<file path="src/spi_port_pkg.sv">
package spi_port_pkg;

	// ==========================================================
	// Register map, byte addresses on the APB
	localparam logic [7:0] CTRL_ADDR = 8'h90;
	localparam logic [7:0] STAT_ADDR = 8'h94;
	localparam logic [7:0] DATA_ADDR = 8'h98;
	localparam logic [7:0] EVT_ADDR = 8'h9C;
	localparam logic [7:0] MASK_ADDR = 8'hA0;

	// ==========================================================
	// Control register fields (low six bits)
	localparam int CTRL_MODE_LSB = 0;
	localparam int CTRL_CPOL = 4;
	localparam int CTRL_EN = 5;
	localparam logic [5:0] CTRL_RESET = 6'h00;
	localparam logic [3:0] MODE_MASTER_DIV4 = 4'h0;
	localparam logic [3:0] MODE_MASTER_DIV16 = 4'h1;
	localparam logic [3:0] MODE_MASTER_DIV64 = 4'h2;
	localparam logic [3:0] MODE_SLAVE_SS = 4'h4;
	localparam logic [3:0] MODE_SLAVE_NOSS = 4'h5;

	// ==========================================================
	// Status register fields (top two bits writable)
	localparam int STAT_PHASE = 7;
	localparam int STAT_CKE = 6;
	localparam int STAT_FULL = 0;
	localparam logic [7:0] STAT_RESET = 8'h00;

	// ==========================================================
	// Event bits: done, overrun, write collision
	localparam int EVT_W = 3;
	localparam int EVT_DONE = 0;
	localparam int EVT_OVR = 1;
	localparam int EVT_COL = 2;

	// ==========================================================
	// Frame and timing: half periods of the master clock in pclk
	localparam logic [3:0] FRAME_BITS = 4'h8;
	localparam logic [4:0] FRAME_EDGES = 5'h10;
	localparam logic [5:0] HALF_DIV4 = 6'h02;
	localparam logic [5:0] HALF_DIV16 = 6'h08;
	localparam logic [5:0] HALF_DIV64 = 6'h20;

	typedef enum logic [1:0] {
		ST_IDLE = 2'b00,
		ST_SHIFT = 2'b01
	} mode_t;

endpackage : spi_port_pkg

</file>
<file path="src/pin_sync.sv">
`timescale 1ns/1ns
module pin_sync #(
	parameter int WIDTH = 3,
	parameter logic [WIDTH-1:0] RESET_VAL = '0
) (
	// Clock and reset
	input wire logic pclk,
	input wire logic presetn,
	// Pins in, synchronised out
	input wire logic [WIDTH-1:0] pin_in,
	output logic [WIDTH-1:0] pin_out
);
	logic [WIDTH-1:0] stage1;

	// First stage feeds only the second
	always_ff @(posedge pclk or negedge presetn) begin
		if (!presetn) begin
			stage1 <= RESET_VAL;
			pin_out <= RESET_VAL;
		end else begin
			stage1 <= pin_in;
			pin_out <= stage1;
		end
	end

endmodule : pin_sync

</file>
<file path="src/spi_port.sv">
`timescale 1ns/1ns
module spi_port (
	// APB slave
	input wire logic pclk,
	input wire logic presetn,
	input wire logic psel,
	input wire logic penable,
	input wire logic pwrite,
	input wire logic [7:0] paddr,
	input wire logic [31:0] pwdata,
	output logic [31:0] prdata,
	output logic pready,
	output logic pslverr,
	// Serial pins
	input wire logic sck_in,
	output logic sck_out,
	output logic sck_oe,
	input wire logic sdi,
	output logic sdo,
	output logic sdo_oe,
	input wire logic ss_n,
	// Interrupt
	output logic irq
);
	import spi_port_pkg::*;

	// ==========================================================
	// State
	typedef struct packed {
		mode_t mode;
		logic [5:0] ctrl;
		logic phase;
		logic cke;
		logic full;
		logic [1:0] cap_dly;
		logic [1:0] fin_dly;
		logic [7:0] rx_buf;
		logic [7:0] tx_hold;
		logic [7:0] tx_sh;
		logic [7:0] rx_sh;
		logic [3:0] bit_cnt;
		logic [4:0] edge_cnt;
		logic [5:0] div_cnt;
		logic sck_out;
		logic sck_oe;
		logic sdo;
		logic sdo_oe;
		logic sck_prev;
		logic [EVT_W-1:0] evt;
		logic [EVT_W-1:0] mask;
		logic irq;
		logic pready;
		logic [31:0] prdata;
		logic pslverr;
	} state_t;

	state_t s;
	state_t next_s;
	logic [2:0] sync_q;
	logic sck_s;
	logic sdi_s;
	logic ss_n_s;

	// Pins from the far side pass two flops before use
	// Select idles high, so it leaves reset deselected
	pin_sync #(.WIDTH(3), .RESET_VAL(3'h4)) u_sync (
		.pclk(pclk),
		.presetn(presetn),
		.pin_in({ss_n, sdi, sck_in}),
		.pin_out(sync_q)
	);
	assign sck_s = sync_q[0];
	assign sdi_s = sync_q[1];
	assign ss_n_s = sync_q[2];

	// ==========================================================
	// Decode
	logic en;
	logic master;
	logic slave;
	logic use_ss;
	logic [5:0] half;
	logic access;
	logic wr_fire;
	logic rd_fire;
	logic done;

	always_comb begin
		en = s.ctrl[CTRL_EN];
		master = en && s.ctrl[3:0] inside {MODE_MASTER_DIV4,
			MODE_MASTER_DIV16, MODE_MASTER_DIV64};
		slave = en && s.ctrl[3:0] inside {MODE_SLAVE_SS, MODE_SLAVE_NOSS};
		use_ss = s.ctrl[3:0] == MODE_SLAVE_SS;
		case (s.ctrl[1:0])
			2'b00: half = HALF_DIV4;
			2'b01: half = HALF_DIV16;
			default: half = HALF_DIV64;
		endcase
		access = psel && penable;
		wr_fire = access && s.pready && pwrite;
		rd_fire = access && s.pready && !pwrite;
	end

	// ==========================================================
	// Next state
	always_comb begin
		logic cap;
		logic chg;
		logic fin;
		logic mcap;
		logic mfin;
		logic lead;
		logic sel;
		logic [EVT_W-1:0] set;
		logic [EVT_W-1:0] clr;
		logic [31:0] rd;
		logic hit;
		cap = 1'b0;
		chg = 1'b0;
		fin = 1'b0;
		mcap = 1'b0;
		mfin = 1'b0;
		lead = 1'b0;
		sel = 1'b0;
		set = '0;
		clr = '0;
		rd = '0;
		hit = 1'b1;
		next_s = s;

		// APB: one wait state, effects at the sampled ready edge
		case (paddr)
			CTRL_ADDR: rd = {26'h0, s.ctrl};
			STAT_ADDR: rd = {24'h0, s.phase, s.cke, 5'h00, s.full};
			DATA_ADDR: rd = {24'h0, s.rx_buf};
			EVT_ADDR: rd = {29'h0, s.evt};
			MASK_ADDR: rd = {29'h0, s.mask};
			default: hit = 1'b0;
		endcase
		next_s.pready = access && !s.pready;
		if (access && !s.pready) begin
			next_s.prdata = pwrite ? 32'h0 : rd;
			next_s.pslverr = !hit;
		end
		if (wr_fire) begin
			case (paddr)
				CTRL_ADDR: next_s.ctrl = pwdata[5:0];
				STAT_ADDR: begin
					next_s.phase = pwdata[STAT_PHASE];
					next_s.cke = pwdata[STAT_CKE];
				end
				MASK_ADDR: next_s.mask = pwdata[EVT_W-1:0];
				default: ;
			endcase
		end
		if (rd_fire && paddr == EVT_ADDR)
			clr = s.evt;

		// Shift engine
		sel = !use_ss || !ss_n_s;
		next_s.sck_prev = sck_s;
		next_s.sck_oe = master;
		next_s.sdo_oe = master || (slave && sel);
		if (!en) begin
			next_s.mode = ST_IDLE;
			next_s.bit_cnt = '0;
			next_s.sck_out = s.ctrl[CTRL_CPOL];
		end else if (master) begin
			case (s.mode)
				ST_IDLE: begin
					next_s.sck_out = s.ctrl[CTRL_CPOL];
					if (wr_fire && paddr == DATA_ADDR
						&& s.fin_dly == 2'b00) begin
						next_s.mode = ST_SHIFT;
						next_s.div_cnt = '0;
						next_s.edge_cnt = '0;
						next_s.bit_cnt = '0;
						if (s.cke) begin
							next_s.tx_sh = pwdata[7:0];
						end else begin
							next_s.sdo = pwdata[7];
							next_s.tx_sh = {pwdata[6:0], 1'b0};
						end
					end
				end
				ST_SHIFT: begin
					next_s.div_cnt = s.div_cnt + 6'h01;
					if (s.div_cnt == half - 6'h01) begin
						next_s.div_cnt = '0;
						next_s.edge_cnt = s.edge_cnt + 5'h01;
						if (s.edge_cnt != FRAME_EDGES) begin
							next_s.sck_out = !s.sck_out;
							lead = !s.edge_cnt[0];
							// Change edge: leading when the edge bit is set
							chg = lead == s.cke;
							// End sampling reads just before the change
							mcap = chg ? (s.phase && !(s.cke && s.edge_cnt == 5'h00))
								: !s.phase;
						end else begin
							mcap = s.cke && s.phase;
							mfin = 1'b1;
							next_s.mode = ST_IDLE;
						end
					end
				end
				default: next_s.mode = ST_IDLE;
			endcase
		end else if (slave) begin
			// Far master clocks us; sampling is always mid bit
			next_s.mode = ST_IDLE;
			next_s.sck_out = s.ctrl[CTRL_CPOL];
			if (!sel) begin
				next_s.bit_cnt = '0;
				next_s.tx_sh = s.cke ? s.tx_hold : {s.tx_hold[6:0], 1'b0};
				if (!s.cke)
					next_s.sdo = s.tx_hold[7];
			end else if (sck_s != s.sck_prev) begin
				lead = sck_s != s.ctrl[CTRL_CPOL];
				chg = lead == s.cke;
				cap = !chg;
				fin = !chg && s.bit_cnt == FRAME_BITS - 4'h1;
			end
			if (wr_fire && paddr == DATA_ADDR) begin
				if (s.bit_cnt != 4'h0) begin
					set[EVT_COL] = 1'b1;
				end else begin
					next_s.tx_hold = pwdata[7:0];
					next_s.tx_sh = s.cke ? pwdata[7:0] : {pwdata[6:0], 1'b0};
					if (!s.cke)
						next_s.sdo = pwdata[7];
				end
			end
		end
		// Data in lags two cycles in the synchroniser, so master strobes wait
		next_s.cap_dly = {s.cap_dly[0], mcap};
		next_s.fin_dly = {s.fin_dly[0], mfin};
		if (master) begin
			cap = s.cap_dly[1];
			fin = s.fin_dly[1];
		end
		if (master && wr_fire && paddr == DATA_ADDR) begin
			if (s.mode != ST_IDLE || s.fin_dly != 2'b00)
				set[EVT_COL] = 1'b1;
			else
				next_s.tx_hold = pwdata[7:0];
		end

		// MSB out first, new bits enter at the bottom
		if (chg) begin
			next_s.sdo = s.tx_sh[7];
			next_s.tx_sh = {s.tx_sh[6:0], 1'b0};
		end
		if (cap) begin
			next_s.rx_sh = {s.rx_sh[6:0], sdi_s};
			next_s.bit_cnt = s.bit_cnt + 4'h1;
		end
		if (fin) begin
			next_s.bit_cnt = '0;
			set[EVT_DONE] = 1'b1;
			if (s.full) begin
				// Old byte kept; software lost the new one
				set[EVT_OVR] = 1'b1;
			end else begin
				next_s.rx_buf = {s.rx_sh[6:0], sdi_s};
				if (!cap)
					next_s.rx_buf = s.rx_sh;
			end
		end
		// Reading the byte frees the buffer; a new byte wins
		if (rd_fire && paddr == DATA_ADDR)
			next_s.full = 1'b0;
		if (fin)
			next_s.full = 1'b1;

		next_s.evt = (s.evt & ~clr) | set;
		next_s.irq = |(next_s.evt & next_s.mask);
	end

	assign done = s.evt[EVT_DONE];

	always_ff @(posedge pclk or negedge presetn) begin
		if (!presetn) begin
			s <= '0;
			s.ctrl <= CTRL_RESET;
			s.phase <= STAT_RESET[STAT_PHASE];
			s.cke <= STAT_RESET[STAT_CKE];
			s.mode <= ST_IDLE;
		end else begin
			s <= next_s;
		end
	end

	// ==========================================================
	// Outputs
	assign prdata = s.prdata;
	assign pready = s.pready;
	assign pslverr = s.pslverr;
	assign sck_out = s.sck_out;
	assign sck_oe = s.sck_oe;
	assign sdo = s.sdo;
	assign sdo_oe = s.sdo_oe;
	assign irq = s.irq;

	// ==========================================================
	// Checks
	a_idle_sck_level: assert property (
		@(posedge pclk) disable iff (!presetn)
		(s.mode == ST_IDLE && $past(s.mode) == ST_IDLE && $past(en))
		|-> s.sck_out == $past(s.ctrl[CTRL_CPOL]))
		else $error("clock line not at idle level");

	a_sck_rate: assert property (
		@(posedge pclk) disable iff (!presetn)
		($changed(s.sck_out) && $past(s.mode) == ST_SHIFT)
		|-> $past(s.div_cnt) == $past(half) - 6'h01)
		else $error("master clock edge off the divider tick");

	a_change_edge: assert property (
		@(posedge pclk) disable iff (!presetn)
		($changed(s.sdo) && $changed(s.sck_out) && $past(s.mode) == ST_SHIFT)
		|-> (s.sck_out != s.ctrl[CTRL_CPOL]) == s.cke)
		else $error("data changed on the wrong clock edge");

	a_master_drives: assert property (
		@(posedge pclk) disable iff (!presetn)
		$past(master) |-> s.sck_oe)
		else $error("master not driving the clock line");

	a_slave_clock_in: assert property (
		@(posedge pclk) disable iff (!presetn)
		$past(slave) |-> !s.sck_oe)
		else $error("slave driving the clock line");

	a_select_gates: assert property (
		@(posedge pclk) disable iff (!presetn)
		(slave && use_ss && ss_n_s) |=> !s.sdo_oe && s.bit_cnt == 4'h0)
		else $error("deselected slave still active");

	a_write_starts: assert property (
		@(posedge pclk) disable iff (!presetn)
		(master && s.mode == ST_IDLE && wr_fire && paddr == DATA_ADDR
		&& s.fin_dly == 2'b00)
		|=> s.mode == ST_SHIFT ##1 s.mode == ST_SHIFT)
		else $error("buffer write did not start a frame");

	a_eight_bits: assert property (
		@(posedge pclk) disable iff (!presetn)
		(master && s.fin_dly[1])
		|-> s.bit_cnt + 4'(s.cap_dly[1]) == FRAME_BITS)
		else $error("frame did not hold eight bits");

	a_buffer_full: assert property (
		@(posedge pclk) disable iff (!presetn)
		$rose(done) |-> s.full)
		else $error("frame done without buffer full");

	a_irq_level: assert property (@(posedge pclk) disable iff (!presetn)
		s.irq == |(s.evt & s.mask))
		else $error("interrupt does not follow masked status");

endmodule : spi_port

</file>
<file path="config.mk">
export PLATFORM = sky130hd
export DESIGN_NAME = spi_port
export DESIGN_NICKNAME = d
export VERILOG_FILES = /design/src/spi_port_pkg.sv /design/src/pin_sync.sv /design/src/spi_port.sv
export SDC_FILE = /design/constraint.sdc
export NUM_CORES = 1
export LEC_CHECK = 0
export CAP_MARGIN = 20
export CORE_MARGIN = 1
export CORE_UTILIZATION = 45
export DETAILED_ROUTE_END_ITERATION = 16
export DONT_BUFFER_PORTS = 1
export HOLD_SLACK_MARGIN = 0.06
export PLACE_DENSITY = 0.63
export SETUP_SLACK_MARGIN = 0.15
export SLEW_MARGIN = 25
export SYNTH_ARGS = -nofsm -noshare
export SYNTH_HDL_FRONTEND = slang
export SYNTH_HIERARCHICAL = 1
export SYNTH_SLANG_ARGS = --single-unit
export TNS_END_PERCENT = 50
</file>
<file path="constraint.sdc">
create_clock -name pclk -period 5 [get_ports pclk]
set_input_delay 0.75 -clock pclk [delete_from_list [all_inputs] [get_ports pclk]]
set_output_delay 0.75 -clock pclk [all_outputs]
set_load 0.05 [all_outputs]
</file>
==> run summary <==
Worst-Skew Late Latency - 0.38 ns
R2R depth - 5
GR Util All Layers - 19.8%
cts bufs inserted - 9
final period utilization - 66.8%
Max Clk Rate - 0.300 GHz
Min Clock Period, post-route - 3.34 ns
grt ovf - 0
final hold slack - 0.220 ns
Synthesis Warnings - 6
CTS Buffer Depth - 2
initial antenna violation count - 0
Seq cells post-synth - 89
RSZ-0062 raised after global routing - no
worst-margin pin slew - 0.926 ns
Initial DRC Count - 172
worst path required time - 5.25 ns
largest net degree at the start of global routing - 88
initial core utilization - 46.1%
via density per instance - 5.57
predominant post-synthesis flop cell - dfrtp_1
Port Buf Inserts - 0
fraction of layout cells with a size suffix above 1 - 17.4%
Sink Count - 89
max-cap violation count - 0
leakage - 2.25 nW
CP Capture Type - flip-flop
Setup violations, final - 0
global-route wire length before repair - 16800 um
Routed Wire Length - 9840 um
clk_skew - 0.0129 ns
CP Max Fanout - 10
dominant cell type by area after synthesis - dfrtp_1
Placer Congestion - 0.817
post-cts sizing count - 0
pwr/cell area - 267 mW/mm2
largest cells by area after synthesis - dfrtp_1 (46%), mux2_2 (11%), buf_4 (5.1%)
VDD IR max - 0.000196 V
H-Tree Depth - 3
Worst Hold Class - primary input to asynchronous set/reset pin
iteration count of the initial detailed-routing pass - 4
synthesized area per cell - 10.9 um2
slew margin rel. - 38.1%
CTS tree - done
Crit Path Category - flip-flop to flip-flop
cells after synthesis - 437
number of global-route vias before repair - 3301
Final ANT Viol Nets - 0
# diodes - 0
via count - 3153
P&R area growth vs syn - 4.17%
Post-synth top cells - dfrtp_1 (87), mux2_2 (46), nand2_1 (40), buf_4 (32), o21ai_0 (31)
top-level I/O count - 87
core area - 0.0103 mm2
wire per inst - 17.4 um
Final Max Tran Viols - 0
CP Launch Type - flip-flop
# Post-CTS Setup Buffers - 0
Synth top area share - 45.9%
register area share after synthesis - 47.0%
most common cell in the netlist - dfrtp_1
Final #Nets - 479
CTS root buf - clkbuf_8
die area - 0.0110 mm2
DRC viols - 0
async set-reset flop share out of synthesis - 100%
Die W - 105 um
CP Data Arrival Time - 3.59 ns
Post-Syn Area - 0.00474 mm2
HPWL after detailed placement - 6800 um
status - complete, no violations
Final Hold Fails - 0
clock input transition at the sequential cells of the worst setup and hold paths - 0.09 ns
# rows - 37
Setup Total Neg Slack - 0 ns
number of synthesized flops with an enable pin - 0
DIE HEIGHT - 105 um
distinct cell type count after synthesis - 60
## path summary, 6_finish.rpt
check                                 startpoint                end  slack (ns)
worst max-delay path                      s[101]              s[90]        1.66
worst max register to register            s[101]              s[90]        1.66
worst min register to register  u_sync/stage1[1]  u_sync/pin_out[1]        0.36
max in group asynchronous                presetn              s[56]        4.38
worst min-delay path                     presetn  u_sync/pin_out[2]        0.22
min in group pclk               u_sync/stage1[1]  u_sync/pin_out[1]        0.36
## flip-flops by register name (all words and copies together) (netlist names), 2 cells and up
register,flops
s,64
u_sync/stage1,3
prdata,8
next_s,2
u_sync/pin_out,3
## final cells by class
type                            instances  area (um2)
Clock buffer                           10         138
Clock inverter                          6        67.6
Fill cell                             973        5340
Inverter                               10        37.5
Multi-Input combinational cell        313        2260
Sequential cell                        89        2230
Tap cell                              136         170
Timing Repair Buffer                    2        35.0
## placed cells by master, fill, tap and decap left out, types with 7 or more instances in the layout
cell type / instances
dfrtp_1: 87
mux2_2: 46
nand2_1: 40
o21ai_0: 31
conb_1: 24
mux2i_1: 21
nor2_1: 12
nor2b_1: 11
nand3_1: 11
clkbuf_8: 10
inv_1: 9
xnor2_1: 7
a21oi_1: 7
o221ai_1: 7
## worst max-delay path: stages, from the launching register on
cell and delay [ns]:
dfrtp_1 0.52, nand4bb_1 0.51, nor4_1 0.64, a32o_1 0.43, nor2b_1 0.70, mux2_2 0.41
## where the power goes
group          switching, mW  internal, mW
Sequential           0.00982         0.725
Combinational         0.0613        0.0106
Clock                  0.269         0.245
Total                  0.340         0.980
## per-layer routing
layer  global-route usage (%)  part of all wire [%]  vias to the layer above
met5                        0                     0                        -
met3                     4.55                   4.0                       14
met2                     31.9                    48                       63
li1                         -                     -                     1510
met4                     8.75                   1.9                        0
met1                     25.7                    46                     1566
## logic make-up after synthesis
group | after synthesis | share of synthesized area [%]
muxes | 68 | 15.8
DFF | 89 | 47.0
AOI/OAI and AO/OA | 89 | 13.2
and+or+nand+nor | 116 | 12.9
buffers and inverters | 58 | 7.28
other | 1 | 0.0791
adders and majority gates | 6 | 1.58
xor gates and xnor gates | 10 | 2.14
## stage by stage
step	std cells	instance area [um2]	setup WS (ns)	power (mW)	util, %
floorplan	460	4830	2.45	0.819	-
global placement	549	4700	1.73	0.805	45.7
detailed placement	549	4700	1.66	0.805	45.7
CTS	566	4930	1.79	1.33	48.0
global route	566	4940	1.41	1.36	48.1
finish	566	4940	1.66	1.32	48.1
## repair_timing
action | in CTS | in global routing
hold endpoints to repair | 87 | 0
endpoints found under the setup margin | 0 | 0
hold buffers | 1 | 0
(Power assumes the default switching activity.)
